--- config.mk ---
export PLATFORM = sky130hd
export DESIGN_NAME = bcsb_regs
export DESIGN_NICKNAME = d
export VERILOG_FILES = /design/src/verilog/bcsb_pkg.sv /design/src/verilog/bcsb_regs.sv
export SDC_FILE = /design/constraint.sdc
export NUM_CORES = 1
export LEC_CHECK = 0
export ABC_AREA = 1
export BUFFER_PORTS_ARGS = -buffer_cell sky130_fd_sc_hd__buf_4
export CAP_MARGIN = 20
export CORE_UTILIZATION = 43
export DETAILED_ROUTE_END_ITERATION = 16
export PLACE_DENSITY_LB_ADDON = 0.25
export SLEW_MARGIN = 10
export SYNTH_ARGS = -nofsm -noshare
export SYNTH_HDL_FRONTEND = slang
export SYNTH_SLANG_ARGS = --single-unit
--- constraint.sdc ---
create_clock -name aclk -period 1.5 [get_ports aclk]
set_clock_uncertainty 0.2 [all_clocks]
set_input_delay 0.45 -clock aclk [delete_from_list [all_inputs] [get_ports aclk]]
set_output_delay 0.45 -clock aclk [all_outputs]
set_load 0.02 [all_outputs]
--- src/verilog/bcsb_pkg.sv ---
`default_nettype none
package bcsb_pkg;
    // Register indices. The status index is not word-aligned, so the command and status registers each get their own aligned
    // word at four times their index, and each 16-bit word sits in the low half of that word.
    localparam logic [11:0] CMD_ADDR = 12'h004;
    localparam logic [11:0] STS_ADDR = 12'h006;
    localparam logic [11:0] CMD_BYTE_ADDR = {CMD_ADDR[9:0], 2'b00};
    localparam logic [11:0] STS_BYTE_ADDR = {STS_ADDR[9:0], 2'b00};
    localparam logic [11:0] ERRCTL_BYTE_ADDR = 12'h020;
    localparam logic [11:0] PORT_BYTE_ADDR = 12'h024;
    localparam int ADDR_W = 12;

    // Command word fields.
    localparam int CMD_POISON_EN_BIT = 6;
    localparam int CMD_ADDR_STEP_BIT = 7;
    localparam int CMD_ERR_EN_BIT = 8;
    localparam int CMD_FAST_B2B_BIT = 9;
    localparam int CMD_IRQ_DIS_BIT = 10;
    localparam logic [15:0] CMD_WRITE_MASK = 16'h0540;
    localparam logic [15:0] CMD_RESET = 16'h0000;

    // Status word fields.
    localparam int STS_IRQ_PEND_BIT = 3;
    localparam int STS_CAP_LIST_BIT = 4;
    localparam int STS_HS_CAP_BIT = 5;
    localparam int STS_FAST_B2B_BIT = 7;
    localparam int STS_POISON_BIT = 8;
    localparam logic [15:0] STS_RESET = 16'h0010;

    // Express device control: bit 0 non-fatal enable, bit 1 fatal enable.
    localparam int DCTL_NONFATAL_BIT = 0;
    localparam int DCTL_FATAL_BIT = 1;

    localparam logic [1:0] RESP_OKAY = 2'h0;
    localparam logic [1:0] RESP_SLVERR = 2'h2;

    typedef struct packed {
        logic poisoned_cpl;
        logic poisoned_wr;
        logic primary_side;
    } bcsb_traffic_s;

    typedef struct packed {
        logic fatal;
        logic nonfatal;
    } bcsb_err_s;
endpackage : bcsb_pkg
`default_nettype wire

--- src/verilog/bcsb_regs.sv ---
// Notes on behaviour
// - Enabled poison reporting sets master poison flag.
// - Reporting disabled never sets master poison flag.
// - Report errors if command or device-control enabled.
// - Command bit 10 gates legacy interrupt messages.
// - Downstream port hot-plug interrupt shows pending.
// - Forwarded emulated interrupts never show pending.
// - Upstream port always reads pending as zero.
// - Capability list bit reads constant one.
// - Poison flag resets zero, write-one clears.
// - Stepping, fast, speed, reserved bits read zero.
`timescale 1ns/1ps
`default_nettype none
module bcsb_regs #(
    parameter bit UPSTREAM_PORT = 1'b0 // Set for the upstream port instance.
) (
    input wire logic aclk, // 10 MHz clock.
    input wire logic aresetn, // Synchronous reset, active low.
    input wire logic [11:0] s_axi_awaddr, // Write address.
    input wire logic s_axi_awvalid, // Write address valid.
    output logic s_axi_awready, // Write address ready.
    input wire logic [31:0] s_axi_wdata, // Write data.
    input wire logic [3:0] s_axi_wstrb, // Write byte strobes.
    input wire logic s_axi_wvalid, // Write data valid.
    output logic s_axi_wready, // Write data ready.
    output logic [1:0] s_axi_bresp, // Write response.
    output logic s_axi_bvalid, // Write response valid.
    input wire logic s_axi_bready, // Write response ready.
    input wire logic [11:0] s_axi_araddr, // Read address.
    input wire logic s_axi_arvalid, // Read address valid.
    output logic s_axi_arready, // Read address ready.
    output logic [31:0] s_axi_rdata, // Read data.
    output logic [1:0] s_axi_rresp, // Read response.
    output logic s_axi_rvalid, // Read data valid.
    input wire logic s_axi_rready, // Read data ready.
    input wire bcsb_pkg::bcsb_traffic_s traffic, // Received poisoned traffic strobe.
    input wire bcsb_pkg::bcsb_err_s err_detect, // Detected error strobes.
    input wire logic hotplug_irq, // Hot-plug controller interrupt level.
    input wire logic forwarded_irq, // Emulated interrupt forwarded from below.
    output logic legacy_irq_assert, // Legacy interrupt message may be sent.
    output bcsb_pkg::bcsb_err_s err_report, // Error report toward root complex.
    output logic poison_report_enable, // Command bit 6.
    output logic error_report_enable // Command bit 8.
);
    logic [15:0] cmd_q, cmd_d;
    logic poison_q, poison_d;
    logic [1:0] dctl_q, dctl_d;
    logic irq_pend_q, irq_pend_d;
    logic aw_q, aw_d;
    logic w_q, w_d;
    logic b_q, b_d;
    logic r_q, r_d;
    logic [11:0] awaddr_q, awaddr_d;
    logic [31:0] wdata_q, wdata_d, rdata_q, rdata_d;
    logic [3:0] wstrb_q, wstrb_d;
    logic [1:0] bresp_q, bresp_d, rresp_q, rresp_d;
    bcsb_pkg::bcsb_err_s rep_q, rep_d;
    logic wr_fire;
    logic poison_event;
    logic clr_poison;

    function automatic logic mapped(input logic [11:0] a);
        mapped = (a == bcsb_pkg::CMD_BYTE_ADDR) || (a == bcsb_pkg::STS_BYTE_ADDR)
            || (a == bcsb_pkg::ERRCTL_BYTE_ADDR) || (a == bcsb_pkg::PORT_BYTE_ADDR);
    endfunction : mapped

    function automatic logic [15:0] status_word(input logic pend, input logic poison);
        status_word = 16'h0000;
        status_word[bcsb_pkg::STS_IRQ_PEND_BIT] = pend;
        status_word[bcsb_pkg::STS_CAP_LIST_BIT] = 1'b1;
        status_word[bcsb_pkg::STS_POISON_BIT] = poison;
    endfunction : status_word

    assign s_axi_awready = !aw_q && !b_q;
    assign s_axi_wready = !w_q && !b_q;
    assign s_axi_arready = !r_q;
    assign s_axi_bvalid = b_q;
    assign s_axi_bresp = bresp_q;
    assign s_axi_rvalid = r_q;
    assign s_axi_rdata = rdata_q;
    assign s_axi_rresp = rresp_q;
    assign wr_fire = aw_q && w_q && !b_q;
    assign poison_report_enable = cmd_q[bcsb_pkg::CMD_POISON_EN_BIT];
    assign error_report_enable = cmd_q[bcsb_pkg::CMD_ERR_EN_BIT];
    assign err_report = rep_q;
    // Only primary-side poisoned traffic counts, and only while reporting is on.
    assign poison_event = poison_report_enable && traffic.primary_side
        && (traffic.poisoned_cpl || traffic.poisoned_wr);
    assign clr_poison = wr_fire && awaddr_q == bcsb_pkg::STS_BYTE_ADDR && wstrb_q[1]
        && wdata_q[bcsb_pkg::STS_POISON_BIT];
    // The interrupt stays held off by the disable bit, but pending still shows the cause.
    assign legacy_irq_assert = irq_pend_q && !cmd_q[bcsb_pkg::CMD_IRQ_DIS_BIT];

    always_comb
    begin
        aw_d = aw_q;
        w_d = w_q;
        b_d = b_q;
        awaddr_d = awaddr_q;
        wdata_d = wdata_q;
        wstrb_d = wstrb_q;
        bresp_d = bresp_q;
        cmd_d = cmd_q;
        dctl_d = dctl_q;
        if (s_axi_awvalid && s_axi_awready)
        begin
            aw_d = 1'b1;
            awaddr_d = s_axi_awaddr;
        end
        if (s_axi_wvalid && s_axi_wready)
        begin
            w_d = 1'b1;
            wdata_d = s_axi_wdata;
            wstrb_d = s_axi_wstrb;
        end
        if (wr_fire)
        begin
            aw_d = 1'b0;
            w_d = 1'b0;
            b_d = 1'b1;
            bresp_d = mapped(awaddr_q) ? bcsb_pkg::RESP_OKAY : bcsb_pkg::RESP_SLVERR;
            if (awaddr_q == bcsb_pkg::CMD_BYTE_ADDR)
            begin
                if (wstrb_q[0])
                    cmd_d[7:0] = wdata_q[7:0] & bcsb_pkg::CMD_WRITE_MASK[7:0];
                if (wstrb_q[1])
                    cmd_d[15:8] = wdata_q[15:8] & bcsb_pkg::CMD_WRITE_MASK[15:8];
            end
            if (awaddr_q == bcsb_pkg::ERRCTL_BYTE_ADDR && wstrb_q[0])
                dctl_d = wdata_q[1:0];
        end
        else if (b_q && s_axi_bready)
            b_d = 1'b0;
    end

    always_comb
    begin
        // A new poison event in the clearing cycle wins over the clear.
        poison_d = poison_event ? 1'b1 : (clr_poison ? 1'b0 : poison_q);
        // Forwarded interrupts are ignored here; only the port's own hot-plug source counts.
        irq_pend_d = UPSTREAM_PORT ? 1'b0 : hotplug_irq;
        rep_d.fatal = err_detect.fatal
            && (cmd_q[bcsb_pkg::CMD_ERR_EN_BIT] || dctl_q[bcsb_pkg::DCTL_FATAL_BIT]);
        rep_d.nonfatal = err_detect.nonfatal
            && (cmd_q[bcsb_pkg::CMD_ERR_EN_BIT] || dctl_q[bcsb_pkg::DCTL_NONFATAL_BIT]);
    end

    always_comb
    begin
        r_d = r_q;
        rdata_d = rdata_q;
        rresp_d = rresp_q;
        if (s_axi_arvalid && s_axi_arready)
        begin
            r_d = 1'b1;
            rresp_d = mapped(s_axi_araddr) ? bcsb_pkg::RESP_OKAY : bcsb_pkg::RESP_SLVERR;
            case (s_axi_araddr)
                bcsb_pkg::CMD_BYTE_ADDR: rdata_d = {16'h0000, cmd_q};
                bcsb_pkg::STS_BYTE_ADDR: rdata_d = {16'h0000, status_word(irq_pend_q, poison_q)};
                bcsb_pkg::ERRCTL_BYTE_ADDR: rdata_d = {30'h0, dctl_q};
                bcsb_pkg::PORT_BYTE_ADDR: rdata_d = {31'h0, UPSTREAM_PORT};
                default: rdata_d = 32'h00000000;
            endcase
        end
        else if (r_q && s_axi_rready)
            r_d = 1'b0;
    end

    // Write path and the writable control bits.
    always_ff @(posedge aclk)
    begin
        if (!aresetn)
        begin
            aw_q <= 1'b0;
            w_q <= 1'b0;
            b_q <= 1'b0;
            awaddr_q <= 12'h000;
            wdata_q <= 32'h00000000;
            wstrb_q <= 4'h0;
            bresp_q <= 2'h0;
            cmd_q <= bcsb_pkg::CMD_RESET;
            dctl_q <= 2'h0;
        end
        else
        begin
            aw_q <= aw_d;
            w_q <= w_d;
            b_q <= b_d;
            awaddr_q <= awaddr_d;
            wdata_q <= wdata_d;
            wstrb_q <= wstrb_d;
            bresp_q <= bresp_d;
            cmd_q <= cmd_d;
            dctl_q <= dctl_d;
        end
    end

    // Status flags and the error report.
    always_ff @(posedge aclk)
    begin
        if (!aresetn)
        begin
            poison_q <= 1'b0;
            irq_pend_q <= 1'b0;
            rep_q <= '0;
        end
        else
        begin
            poison_q <= poison_d;
            irq_pend_q <= irq_pend_d;
            rep_q <= rep_d;
        end
    end

    // Read path.
    always_ff @(posedge aclk)
    begin
        if (!aresetn)
        begin
            r_q <= 1'b0;
            rdata_q <= 32'h00000000;
            rresp_q <= 2'h0;
        end
        else
        begin
            r_q <= r_d;
            rdata_q <= rdata_d;
            rresp_q <= rresp_d;
        end
    end

    a_poison_sets: assert property (@(posedge aclk) disable iff (!aresetn)
        poison_event |=> poison_q)
        else $error("Poison flag not set after enabled poisoned traffic.");
    a_poison_off: assert property (@(posedge aclk) disable iff (!aresetn)
        (!poison_q && !poison_report_enable) |=> !poison_q)
        else $error("Poison flag set while reporting disabled.");
    a_poison_clear: assert property (@(posedge aclk) disable iff (!aresetn)
        (clr_poison && !poison_event) |=> !poison_q)
        else $error("Write of one did not clear poison flag.");
    a_poison_hold: assert property (@(posedge aclk) disable iff (!aresetn)
        (poison_q && !clr_poison) |=> poison_q)
        else $error("Poison flag dropped without a clear.");
    a_err_report: assert property (@(posedge aclk) disable iff (!aresetn)
        err_detect.fatal |=> (err_report.fatal == ($past(cmd_q[8]) || $past(dctl_q[1]))))
        else $error("Fatal error reporting does not follow enables.");
    a_irq_gate: assert property (@(posedge aclk) disable iff (!aresetn)
        cmd_q[bcsb_pkg::CMD_IRQ_DIS_BIT] |-> !legacy_irq_assert)
        else $error("Legacy interrupt sent while disabled.");
    a_pend_follow: assert property (@(posedge aclk) disable iff (!aresetn)
        (hotplug_irq && !UPSTREAM_PORT) |=> irq_pend_q)
        else $error("Hot-plug interrupt not shown pending.");
    a_pend_fwd: assert property (@(posedge aclk) disable iff (!aresetn)
        (forwarded_irq && !hotplug_irq) |=> !irq_pend_q)
        else $error("Forwarded interrupt shown as pending.");
    a_pend_up: assert property (@(posedge aclk) disable iff (!aresetn)
        UPSTREAM_PORT |-> !irq_pend_q)
        else $error("Upstream port shows interrupt pending.");
    a_status_read: assert property (@(posedge aclk) disable iff (!aresetn)
        (s_axi_arvalid && s_axi_arready && s_axi_araddr == bcsb_pkg::STS_BYTE_ADDR)
        |=> (rdata_q[4] && rdata_q[15:9] == 7'h00 && rdata_q[7:5] == 3'h0))
        else $error("Status read shows wrong fixed bits.");
    a_cmd_zero: assert property (@(posedge aclk) disable iff (!aresetn)
        (cmd_q & ~bcsb_pkg::CMD_WRITE_MASK) == 16'h0000)
        else $error("Read-only command bit is nonzero.");
    c_poison: cover property (@(posedge aclk) disable iff (!aresetn) poison_event ##[1:20] clr_poison);
    c_irq: cover property (@(posedge aclk) disable iff (!aresetn) legacy_irq_assert);
    c_err: cover property (@(posedge aclk) disable iff (!aresetn) err_report.nonfatal);
    c_clash: cover property (@(posedge aclk) disable iff (!aresetn) poison_event && clr_poison);
    c_masked: cover property (@(posedge aclk) disable iff (!aresetn) irq_pend_q && cmd_q[bcsb_pkg::CMD_IRQ_DIS_BIT]);

    // Flag behaviour at the corners that ordinary traffic seldom reaches.
    a_poison_clash: assert property (@(posedge aclk) disable iff (!aresetn)
        (poison_event && clr_poison) |=> poison_q)
        else $error("Clear won over a poison event in the same cycle.");

    // Checked without a disable, since it is the reset itself that is watched.
    a_poison_reset: assert property (@(posedge aclk)
        !aresetn |=> !poison_q)
        else $error("Poison flag not zero after reset.");

    a_cmd_reset: assert property (@(posedge aclk)
        !aresetn |=> (cmd_q == bcsb_pkg::CMD_RESET))
        else $error("Command word not at reset value after reset.");

    a_pend_drop: assert property (@(posedge aclk) disable iff (!aresetn)
        !hotplug_irq |=> !irq_pend_q)
        else $error("Pending shown without a hot-plug interrupt.");

    // The error report must follow both groups of enables for each severity.
    a_err_nonfatal: assert property (@(posedge aclk) disable iff (!aresetn)
        err_detect.nonfatal |=> (err_report.nonfatal
            == ($past(cmd_q[bcsb_pkg::CMD_ERR_EN_BIT]) || $past(dctl_q[bcsb_pkg::DCTL_NONFATAL_BIT]))))
        else $error("Non-fatal error reporting does not follow enables.");

    a_err_quiet: assert property (@(posedge aclk) disable iff (!aresetn)
        (err_detect == 2'b00) |=> (err_report == 2'b00))
        else $error("Error reported with nothing detected.");

    // Register contents as software sees them.
    a_status_low: assert property (@(posedge aclk) disable iff (!aresetn)
        (s_axi_arvalid && s_axi_arready && s_axi_araddr == bcsb_pkg::STS_BYTE_ADDR)
        |=> (rdata_q[2:0] == 3'h0 && rdata_q[31:16] == 16'h0000))
        else $error("Status read shows nonzero reserved bits.");

    a_status_poison: assert property (@(posedge aclk) disable iff (!aresetn)
        (s_axi_arvalid && s_axi_arready && s_axi_araddr == bcsb_pkg::STS_BYTE_ADDR)
        |=> (rdata_q[bcsb_pkg::STS_POISON_BIT] == $past(poison_q)))
        else $error("Status read does not show the poison flag.");

    a_cmd_read: assert property (@(posedge aclk) disable iff (!aresetn)
        (s_axi_arvalid && s_axi_arready && s_axi_araddr == bcsb_pkg::CMD_BYTE_ADDR)
        |=> (rdata_q == {16'h0000, $past(cmd_q)}))
        else $error("Command read does not show the command word.");

    a_cmd_write: assert property (@(posedge aclk) disable iff (!aresetn)
        (wr_fire && awaddr_q == bcsb_pkg::CMD_BYTE_ADDR && wstrb_q == 4'hF)
        |=> (cmd_q == ($past(wdata_q[15:0]) & bcsb_pkg::CMD_WRITE_MASK)))
        else $error("Command write did not land.");

    a_ctl_write: assert property (@(posedge aclk) disable iff (!aresetn)
        (wr_fire && awaddr_q == bcsb_pkg::ERRCTL_BYTE_ADDR && wstrb_q[0])
        |=> (dctl_q == $past(wdata_q[1:0])))
        else $error("Device control write did not land.");

    // Bus handshakes: answers come on time and stand until taken.
    a_wr_answer: assert property (@(posedge aclk) disable iff (!aresetn)
        (s_axi_awvalid && s_axi_awready && s_axi_wvalid && s_axi_wready) |=> ##1 s_axi_bvalid)
        else $error("Write response late.");

    a_rd_answer: assert property (@(posedge aclk) disable iff (!aresetn)
        (s_axi_arvalid && s_axi_arready) |=> s_axi_rvalid)
        else $error("Read response late.");

    a_bvalid_hold: assert property (@(posedge aclk) disable iff (!aresetn)
        (s_axi_bvalid && !s_axi_bready) |=> (s_axi_bvalid && $stable(s_axi_bresp)))
        else $error("Write response dropped before taken.");

    a_rvalid_hold: assert property (@(posedge aclk) disable iff (!aresetn)
        (s_axi_rvalid && !s_axi_rready) |=> (s_axi_rvalid && $stable(s_axi_rdata) && $stable(s_axi_rresp)))
        else $error("Read response dropped before taken.");

    a_unmapped_rd: assert property (@(posedge aclk) disable iff (!aresetn)
        (s_axi_arvalid && s_axi_arready && !mapped(s_axi_araddr))
        |=> (rresp_q == bcsb_pkg::RESP_SLVERR && rdata_q == 32'h00000000))
        else $error("Unmapped read not answered with an error.");

    a_unmapped_wr: assert property (@(posedge aclk) disable iff (!aresetn)
        (wr_fire && !mapped(awaddr_q)) |=> (bresp_q == bcsb_pkg::RESP_SLVERR))
        else $error("Unmapped write not answered with an error.");

    // A write that is not to the status word must leave the poison flag alone.
    a_poison_keep: assert property (@(posedge aclk) disable iff (!aresetn)
        (wr_fire && awaddr_q != bcsb_pkg::STS_BYTE_ADDR && poison_q) |=> poison_q)
        else $error("Poison flag cleared by a write elsewhere.");

endmodule : bcsb_regs
`default_nettype wire

* Word level (Yosys, flattened, before mapping)
Index checks and enable logic that the tools add are counted. W data, S select, Z words.
Operators by class: reductions and logical operators 39, eq/ne operators 8, mux-type cells 9, bitwise operators 1
Operator list (number):
- $eq A12 B5 Y1 const B | 4
- $eq A12 B6 Y1 const B | 4
- $pmux W11 S3 | 1
- $logic_and A1 B1 Y1 | 18
- $logic_or A1 B1 Y1 | 9
- $mux W1 | 6
- $reduce_and A3 Y1 | 2
- $reduce_bool A2 Y1 | 3
- $logic_not A1 Y1 | 5
- $mux W2 | 2
- $reduce_and A2 Y1 | 1
- $reduce_or A2 Y1 | 1
- $not A1 Y1 | 1
Storage, ports and cells: register bits 74, bits of input ports 74

* Logic depth before layout (Yosys ltp)
Gate-level depths: netlist of the first run.
depth in word-level cells 7, mapped depth 9, gate-level depth less buffers 9

* Worst setup path before layout of the first run
Ideal clock, no wire load.
kind register to register, start point reg b_q (netlist: s_axi_bvalid), end point reg awaddr_q[0], path buffers 1, data arrival time 1.267 ns, period minus slack after synthesis 1.583 ns, stages on the path, launching flop included 6, slack -0.083 ns, cells stage by stage dfxtp_1 > nor2_1 > nand2_2 > buf_6 > o21ai_0 > nor2_1
Between the ends: word-level cells in the longest chain between the ends 3
RTL lines:
- start: declaration | line bcsb_regs.sv:51 | logic b_q, b_d;
- start signal: assignment | line bcsb_regs.sv:176 | b_q <= 1'b0;
- start signal: assignment | line bcsb_regs.sv:188 | b_q <= b_d;
- $logic_not A1 Y1 | line bcsb_regs.sv:74 | assign s_axi_awready = !aw_q && !b_q;
- $logic_and A1 B1 Y1 | line bcsb_regs.sv:74
- net s_axi_awready | line bcsb_regs.sv:21 | output logic s_axi_awready,
- $logic_and A1 B1 Y1 | line bcsb_regs.sv:105 | if (s_axi_awvalid && s_axi_awready)
- end signal: assignment | line bcsb_regs.sv:189 | awaddr_q <= awaddr_d;
- end: declaration | line bcsb_regs.sv:53 | logic [11:0] awaddr_q, awaddr_d;
The timed path passes the listed nets, and every way through them passes these cells. A chain may end at the register's enable or synchronous reset.

* Worst setup path in the final report of the first run
start point reg b_q (netlist: s_axi_bvalid), end point out s_axi_awready
Between the ends: word-level cells in the longest chain between the ends 2
RTL lines (line):
- $logic_not A1 Y1 | bcsb_regs.sv:74
- $logic_and A1 B1 Y1 | bcsb_regs.sv:74
- end: declaration | bcsb_regs.sv:21
Every way passes these cells.

==> results of run 1 <==
-- stage by stage --
stage / hold WS, ps / cell area, um2 / util (%) / cells / power, mW
finish: 139.8 / 2608 / 59.47 / 403 / 2.604
global route: 169.4 / 2608 / 59.47 / 403 / 2.748
CTS: 127.2 / 2585 / 58.96 / 402 / 2.632
detailed placement: 259.1 / 2436 / 55.57 / 393 / 1.711
global placement: 253.8 / 2436 / 55.57 / 393 / 1.702
floorplan: 239.3 / 2086 / - / 306 / 1.584
-- path summary, 6_finish.rpt --
path / end / slack [ps] / cells past startpoint
worst max register to register: awaddr_q[6]$_SDFFE_PN0P_ / 110 / 6
worst min-delay path: irq_pend_q$_SDFF_PN0_ / 140 / 3
worst min register to register: poison_q$_SDFFE_PN0P_ / 270 / 2
worst max-delay path: s_axi_awready / -40 / 2
-- cell usage after synthesis (all sizes together) --
cell	instances	area share, %
clkbuf	3	0.57
o21ai	29	7.3
clkinv	1	0.19
nand2	37	7.3
buf	30	11
and3	1	0.32
nand4	2	0.63
nand3	18	5.0
nor2	62	14
dfxtp	41	41
a21oi	18	4.5
inv	35	6.6
conb	1	0.19
o211ai	1	0.38
o21a	1	0.38
-- per-layer routing --
layer	GRT usage, %	up-vias	wire, um
li1	-	959	-
met1	20.33	755	1682
met2	27.35	57	1873
met3	3.608	5	231
met4	7.333	0	50
met5	0	-	0
-- kinds of logic after synthesis --
| family | Yosys count | synth area share (%) |
|---|---|---|
| AO/OA/AOI/OAI | 49 | 12.62 |
| buffers and inverters | 69 | 18.80 |
| flip-flops | 41 | 41.39 |
| other | 1 | 0.1891 |
| AND/OR/NAND/NOR | 120 | 27.00 |
-- state kept, by name (all words and copies together) (netlist names), 2 cells and up --
register     flops
err_report       2
awaddr_q        12
cmd_q            3
wstrb_q          2
dctl_q           2
s_axi_rdata      7
wdata_q          5
-- area by class of cell --
type	count	area, um2	share of cell area (%)
multi-input cells	196	907.1	34.79
flip-flops and latches	41	834.6	32.01
repair buffers	70	549.3	21.07
inverters	36	135.1	5.182
clock buffers	7	86.33	3.311
well taps	52	65.06	2.495
clock inverters	1	30.03	1.152
-- critical path, stage by stage (launching register included) --
cell     delay, ps
dfxtp_4        380
nor2_4         100
buf_6          120
-- power groups by stage --
stage | combinational [mW] | clock (mW) | sequential, mW
after global routing | 0.564 | 0.971 | 1.21
final | 0.506 | 0.895 | 1.20
after global placement | 0.479 | 0 | 1.22
after CTS | 0.503 | 0.927 | 1.20
after floorplan | 0.346 | 0 | 1.24
after detailed placement | 0.486 | 0 | 1.22
-- timing repair --
action,in CTS,in global routing
setup buffers,1,1
resized for setup,9,9
endpoints found under the setup margin,6,13
pin swaps,2,0
==> impl_metrics.py, run 1 <==
metrics = {
    "logic_synthesis": {
        "syn_inst": 280,
        "synth-seq-cells": 41,
        "ys_seq_area_share_pct": 41.39,
        "syn_area_mm2": 0.001983,
        "postSynthAreaPerCell_um2": 7.083,
        "ys_types": 22,
        "yosys_warnings": 0,
    },
    "grt": {
        "grt_pass1_wl_um": 6492,
        "antenna_found_initial": 0,
        "grt_max_degree": 35,
        "grt_pass1_vias": 1536,
        "track_usage_pct": 16.44,
        "grt-ovfl-total": 0,
    },
    "routing": {
        "drt_wl_total_um": 3838,
        "drc": 0,
        "first_iter_violations": 70,
        "antenna_left": 0,
        "vias": 1776,
        "viasPerCell": 4.407,
        "drtPass1Iterations": 4,
        "wl_per_cell_um": 9.524,
    },
    "die": {
        "core-area_mm2": 0.004384,
        "die-area_mm2": 0.004887,
        "fp.dieH_um": 69.91,
        "die_x_um": 69.91,
        "rows": 24,
        "io_pins": 120,
        "start_util_pct": 45.23,
    },
    "timing": {
        "fin_ws_ps": -44.91,
        "setup_tns_ps": -107.1,
        "setup_viol": 3,
        "final_max_slew_viol_count": 0,
        "hold_violations": 0,
        "min_period_over_period_pct": 103.0,
        "min_period_ps": 1545,
        "rsz0062_at_grt": "true",
        "fmax_mhz": 647.3,
    },
    "hold_path": {
        "hold_class": "in2reg",
        "min_from": "hotplug_irq",
    },
    "worst_setup_path": {
        "cp.required_ps": 850,
        "critPathArrivalTime_ps": 890,
        "setup.worst_path.end_class": "primary output",
        "crit_path_start_kind": "flip-flop",
        "cp-startpoint": "s_axi_bvalid$_SDFFE_PN0P_",
        "reg2reg_from": "s_axi_bvalid$_SDFFE_PN0P_",
        "cp_max_fo": 5,
        "crit_type": "reg2out",
    },
    "power": {
        "power_density_mw_per_mm2": 998.8,
        "p_leak_nw": 1.278,
        "ir_worst_vdd_uv": 613.7,
        "seq_power_share_pct": 46.2,
        "combPwrFrac_pct": 19.4,
        "swShare_pct": 26.57,
        "power_frac_clock_pct": 34.4,
        "p_int_mw": 1.912,
        "p_sw_mw": 0.6919,
    },
    "cts": {
        "clk_latency_ps": 290,
        "clockBufferDepth": 2,
        "cts_tree": "yes",
        "cts.sinks": 41,
        "postCtsHoldBufs": 0,
        "cts.htree.levels": 2,
        "path_clk_slew_ps": 80,
        "cts_made_buffers": 5,
        "cts-root-buf": "clkbuf_8",
    },
    "placed_design": {
        "place_ws_ps": -39.59,
        "gp_congestion": 0.7643,
        "dp_hpwl_um": 2862,
        "io_buffers": 62,
    },
    "finish": {
        "mostFrequentLayoutCell": "buf_4",
        "num-fill-cells": 434,
        "fin_nets": 424,
        "final_cell_mix": "buf_4 (66), nor2_1 (52), nand2_1 (35)",
        "drive_gt1_share_pct": 28.77,
        "diodes": 0,
        "synthToLayoutAreaGrowth_pct": 31.48,
    },
    "status": {
        "status": "finished with violations",
        "violations": "setup timing",
    },
    "run": {
        "cap_violations": 0,
    },
}
Note: power is estimated with default switching activity, not from simulation.
==> run 2, diff against run 1 <==
Settings changed: CORE_ASPECT_RATIO from default to 1.4.
==> impl_metrics.py, run 2 (same netlist as run 1, synthesis figures left out) <==
metrics = {
    "placed_design": {
        "dp_cells": 404,
        "place_ws_ps": -34.88,
        "place_area_mm2": 0.002469,
        "io_buffers": 62,
        "dp_hpwl_um": 3059,
        "gp_congestion": 0.8027,
    },
    "hold_path": {
        "hold_class": "in2reg",
        "min_to": "irq_pend_q$_SDFF_PN0_",
        "min_from": "hotplug_irq",
        "holdPathStages": 3,
    },
    "die": {
        "io_pins": 120,
        "die_x_um": 59.40,
        "die-area_mm2": 0.004891,
        "rows": 28,
        "fp.dieH_um": 82.36,
        "start_util_pct": 46.02,
        "core-area_mm2": 0.004309,
    },
    "cts": {
        "path_clk_slew_ps": 70,
        "cts.htree.levels": 2,
        "clk_latency_ps": 290,
        "cts_tree": "yes",
        "clockBufferDepth": 2,
        "cts-root-buf": "clkbuf_8",
        "cts_made_buffers": 5,
        "cts.sinks": 41,
    },
    "worst_setup_path": {
        "crit_type": "reg2out",
        "r2r-end": "dctl_q[0]$_SDFFE_PN0P_",
        "crit_path_start_kind": "flip-flop",
        "r2r_cells": 7,
        "setup.worst_path.end_class": "primary output",
        "critPathArrivalTime_ps": 880,
        "reg2reg_from": "w_q$_SDFFE_PP0P_",
        "reg2reg_slack_ps": 130,
        "cp_max_fo": 3,
        "cp.required_ps": 850,
    },
    "timing": {
        "setup_viol": 3,
        "final_max_slew_viol_count": 0,
        "fmax_mhz": 651.9,
        "hold_violations": 0,
        "min_period_ps": 1534,
        "fin_ws_ps": -34.06,
        "hold_slack_ps": 145.0,
        "min_period_over_period_pct": 102.3,
        "rsz0062_at_grt": "true",
    },
    "status": {
        "status": "finished with violations",
        "violations": "setup timing",
    },
    "routing": {
        "routed-wl-met2_um": 2127,
        "viasPerCell": 4.381,
        "drt_wl_total_um": 4002,
        "antenna_left": 0,
        "wl_per_cell_um": 9.597,
        "drtPass1Iterations": 4,
        "met3WireLength_um": 278,
        "first_iter_violations": 46,
        "drt-met1-wl_um": 1523,
        "drc": 0,
        "top_layer": "met4",
        "vias": 1827,
    },
    "grt": {
        "grt_pass1_vias": 1510,
        "grt_max_degree": 30,
        "grt-ovfl-total": 0,
        "antenna_found_initial": 0,
        "grt_pass1_wl_um": 6279,
        "track_usage_pct": 16.75,
    },
    "finish": {
        "fin_nets": 430,
        "stdcell_count": 417,
        "fin_area_mm2": 0.002653,
        "final_cell_mix": "buf_4 (70), nor2_1 (51), nand2_1 (34), dfxtp_1 (34), inv_1 (32)",
        "ff_latch_area_um2": 832.0,
        "num-fill-cells": 442,
        "mostFrequentLayoutCell": "buf_4",
        "top_register": "awaddr_q",
        "fin_util_pct": 61.56,
        "diodes": 0,
        "synthToLayoutAreaGrowth_pct": 33.75,
        "drive_gt1_share_pct": 30.81,
        "multi_input_area_um2": 917.1,
        "largest_register_ffs": 12,
    },
    "power": {
        "p_leak_nw": 1.276,
        "power_density_mw_per_mm2": 916.9,
        "ir_worst_vdd_uv": 653.2,
    },
    "run": {
        "cap_violations": 0,
    },
}
[run 2: changes by cell type in the layout (fill, tap and decap cells not counted), sizes merged]
cell / delta
inv: -1
clkbuf: -1
bufinv: -1
clkinv: -1
buf: +5
clkinvlp: +5
[run 2: area by class of cell]
type	count	area share, %
inverter	36	5.377
timing repair inverter	1	0.2830
tap	60	2.830
multi-input combinational	196	34.58
clock inverter	2	0.5660
sequential	41	31.37
timing repair buffer	75	22.26
clock buffer	6	2.736
[run 2: critical path, stage by stage, from the launching register on]
cell and delay [ps]:
dfxtp_2 360, nor2_4 120, buf_6 120
[run 2: routing by layer]
metal,vias up,track usage [%]
li1,974,-
met1,779,17.82
met2,65,30.90
met3,9,4.829
met4,0,5.714
met5,-,0
[run 2: power breakdown]
group / total [mW] / internal, mW / switching [mW]
clock: 0.700 / 0.328 / 0.372
sequential: 1.21 / 1.16 / 0.0429
combinational: 0.526 / 0.220 / 0.307
total: 2.43 / 1.71 / 0.722
[run 2: timing repair]
action                                  CTS  global route
hold buffers                              0             0
endpoints found under the setup margin    6            10
buffers inserted                          2             2
cloned                                    0             1
hold endpoints to repair                  0             0
pin swaps                                 2             0
resized for setup                        11            13
[run 2: worst max-delay path by stage]
stage	cells past startpoint	endpoint	start	slack, ps
final	2	s_axi_awready	aw_q$_SDFFE_PP0P_	-30
after global routing	2	s_axi_awready	s_axi_bvalid$_SDFFE_PN0P_	-80
after CTS	3	legacy_irq_assert	irq_pend_q$_SDFF_PN0_	-40
after detailed placement	7	s_axi_rdata[6]$_SDFFE_PN0P_	s_axi_araddr[9]	-30
after global placement	7	s_axi_rdata[6]$_SDFFE_PN0P_	s_axi_araddr[11]	-20
after floorplan	5	awaddr_q[0]$_SDFFE_PN0P_	s_axi_bvalid$_SDFFE_PN0P_	30
[run 2: stage by stage]
step           power, mW  setup TNS, ps
6_report           2.432         -72.01
3_3_place_gp       1.708         -38.58
2_1_floorplan      1.584              0
4_1_cts            2.438         -113.9
5_1_grt            2.595         -240.4
3_5_place_dp       1.717         -82.65
==> run 3, diff against run 2 <==
Settings changed: ABC_AREA 1 to default.
==> impl_metrics.py, run 3 <==
metrics = {
    "hold_path": {
        "min_from": "hotplug_irq",
        "holdPathStages": 2,
        "min_to": "irq_pend_q$_SDFF_PN0_",
        "hold_class": "in2reg",
    },
    "cts": {
        "cts.htree.levels": 2,
        "cts-root-buf": "clkbuf_8",
        "cts_tree": "yes",
        "path_clk_slew_ps": 70,
        "clk_latency_ps": 290,
        "cts_made_buffers": 5,
        "cts.sinks": 41,
        "clockBufferDepth": 2,
    },
    "grt": {
        "grt_pass1_vias": 1465,
        "track_usage_pct": 17.14,
        "grt_max_degree": 33,
        "antenna_found_initial": 0,
        "grt_pass1_wl_um": 6168,
        "grt-ovfl-total": 0,
    },
    "worst_setup_path": {
        "path_delay_family": "simple AND/OR/NAND/NOR gates",
        "cp_max_fo": 4,
        "reg2reg_from": "awaddr_q[6]$_SDFFE_PN0P_",
        "cp.required_ps": 1520,
        "crit_type": "reg2reg",
        "crit_path_cell_trace": "or4_4, nor4_4, mux2i_1",
        "crit_path_start_kind": "flip-flop",
        "r2r-end": "dctl_q[0]$_SDFFE_PN0P_",
        "setup.worst_path.end_class": "flip-flop",
        "cpPeakStageDelay_ps": 590,
        "cp_slowest_cell": "or4_4",
        "reg2reg_slack_ps": -260,
        "worst-path-buf-inv": 0,
        "r2r_cells": 3,
        "critPathArrivalTime_ps": 1770,
    },
    "logic_synthesis": {
        "synth_area_leader_cell": "dfxtp_1",
        "synth-main-ff-cell": "dfxtp_1",
        "synthArstFlopShare_pct": 0,
        "ys_seq_area_share_pct": 41.73,
        "yosys_warnings": 0,
        "postSynthAreaPerCell_um2": 8.940,
        "ys_types": 36,
        "synth_common_cells": "dfxtp_1 (41), nand2_1 (40), buf_4 (27)",
        "synth-seq-cells": 41,
        "yosysMostFrequentCell": "dfxtp_1",
        "synth_area_leaders": "dfxtp_1 (42%), buf_4 (10%), nand2_1 (7.6%), mux2i_1 (6.6%), a21boi_0 (4.2%)",
        "synth_top_area_share_pct": 41.73,
        "syn_area_mm2": 0.001967,
        "syn_inst": 220,
        "synth-edff-count": 0,
    },
    "power": {
        "seq_power_share_pct": 48.2,
        "power_frac_clock_pct": 29.4,
        "swShare_pct": 27.18,
        "p_leak_nw": 1.258,
        "p_sw_mw": 0.6627,
        "ir_worst_vdd_uv": 702.5,
        "p_int_mw": 1.776,
        "power_density_mw_per_mm2": 879.5,
        "combPwrFrac_pct": 22.5,
    },
    "die": {
        "fp.dieH_um": 82.03,
        "die_x_um": 59.16,
        "io_pins": 120,
        "core-area_mm2": 0.004309,
        "rows": 28,
        "die-area_mm2": 0.004853,
        "start_util_pct": 45.64,
    },
    "finish": {
        "top_register": "awaddr_q",
        "fin_nets": 376,
        "final_cell_mix": "buf_4 (73), nand2_1 (36), dfxtp_1 (30)",
        "mostFrequentLayoutCell": "buf_4",
        "fin_area_mm2": 0.002773,
        "largest_register_ffs": 12,
        "synthToLayoutAreaGrowth_pct": 40.97,
        "drive_gt1_share_pct": 42.05,
        "diodes": 0,
    },
    "routing": {
        "antenna_left": 0,
        "viasPerCell": 4.702,
        "drc": 0,
        "drt_wl_total_um": 4176,
        "wl_per_cell_um": 11.54,
        "vias": 1702,
        "drtPass1Iterations": 4,
        "first_iter_violations": 37,
    },
    "run": {
        "cap_violations": 0,
    },
    "status": {
        "status": "finished with violations",
        "violations": "setup timing",
    },
    "timing": {
        "fin_ws_ps": -257.7,
        "min_period_ps": 1758,
        "min_period_over_period_pct": 117.2,
        "final_max_slew_viol_count": 0,
        "hold_slack_ps": 168.8,
        "fmax_mhz": 568.9,
        "hold_violations": 0,
        "setup_viol": 9,
        "rsz0062_at_grt": "true",
    },
    "placed_design": {
        "place_area_mm2": 0.002504,
        "dp_hpwl_um": 3088,
        "gp_congestion": 0.7612,
        "io_buffers": 62,
    },
}
## run 3: cell type report
class                   instances  area (um2)
multi-input cells             165        1074
inverters                       4       15.01
clock buffers                   7       86.33
well taps                      60       75.07
repair buffers                 85       683.2
fillers                       386        1536
flip-flops and latches         41       839.6
## run 3: kinds of logic (layout without fill, tap and decap cells)
| logic type | after synthesis | after routing | share of synthesized area (%) |
|---|---|---|---|
| simple gates | 94 | 94 | 27.35 |
| flops | 41 | 41 | 41.73 |
| buf+inv | 40 | 96 | 12.91 |
| compound gates | 31 | 31 | 11.20 |
| mux | 13 | 13 | 6.616 |
| other cells | 1 | 27 | 0.1907 |
## run 3: power by group through the flow
| stage | Sequential [mW] | Clock [mW] | Combinational (mW) |
|---|---|---|---|
| 2_1_floorplan | 1.21 | 0 | 0.331 |
| 3_3_place_gp | 1.20 | 0 | 0.458 |
| 3_5_place_dp | 1.20 | 0 | 0.466 |
| 4_1_cts | 1.17 | 0.743 | 0.516 |
| 5_1_grt | 1.18 | 0.770 | 0.593 |
| 6_report | 1.18 | 0.716 | 0.548 |
## run 3: routing by layer
layer  vias up  GRT usage (%)  part of all wire (%)
li1        862              -                     -
met1       763          16.26                    37
met2        65          32.05                    54
met3        12          5.039                   6.0
met4         0          9.762                   2.7
met5         -              0                     0
## run 3: stage by stage
step	std cells	power (mW)	setup WS (ps)	util [%]	setup TNS, ps
after floorplan	246	1.538	-144.1	-	-707.7
after global placement	348	1.660	-236.9	58.10	-2413
after detailed placement	348	1.670	-268.5	58.10	-2983
after CTS	361	2.433	-279.0	62.49	-1578
after global routing	362	2.543	-324.9	64.34	-2164
final	362	2.439	-257.7	64.34	-1428
## run 3: worst max path at each step
stage | to | slack, ps | from | cells past startpoint
after floorplan | dctl_q[0]$_SDFFE_PN0P_ | -140 | awaddr_q[4]$_SDFFE_PN0P_ | 3
after global placement | dctl_q[0]$_SDFFE_PN0P_ | -240 | awaddr_q[6]$_SDFFE_PN0P_ | 3
after detailed placement | s_axi_rresp[1]$_SDFFE_PN0P_ | -270 | s_axi_araddr[0] | 5
after CTS | dctl_q[0]$_SDFFE_PN0P_ | -280 | awaddr_q[6]$_SDFFE_PN0P_ | 3
after global routing | dctl_q[1]$_SDFFE_PN0P_ | -320 | awaddr_q[6]$_SDFFE_PN0P_ | 3
final | dctl_q[0]$_SDFFE_PN0P_ | -260 | awaddr_q[6]$_SDFFE_PN0P_ | 3
## run 3: timing repair
item	in CTS	in global routing
buffers inserted	6	0
cloned	0	1
pin swaps	2	12
hold buffers	0	0
endpoints found under the setup margin	12	38
gates resized for setup	20	31
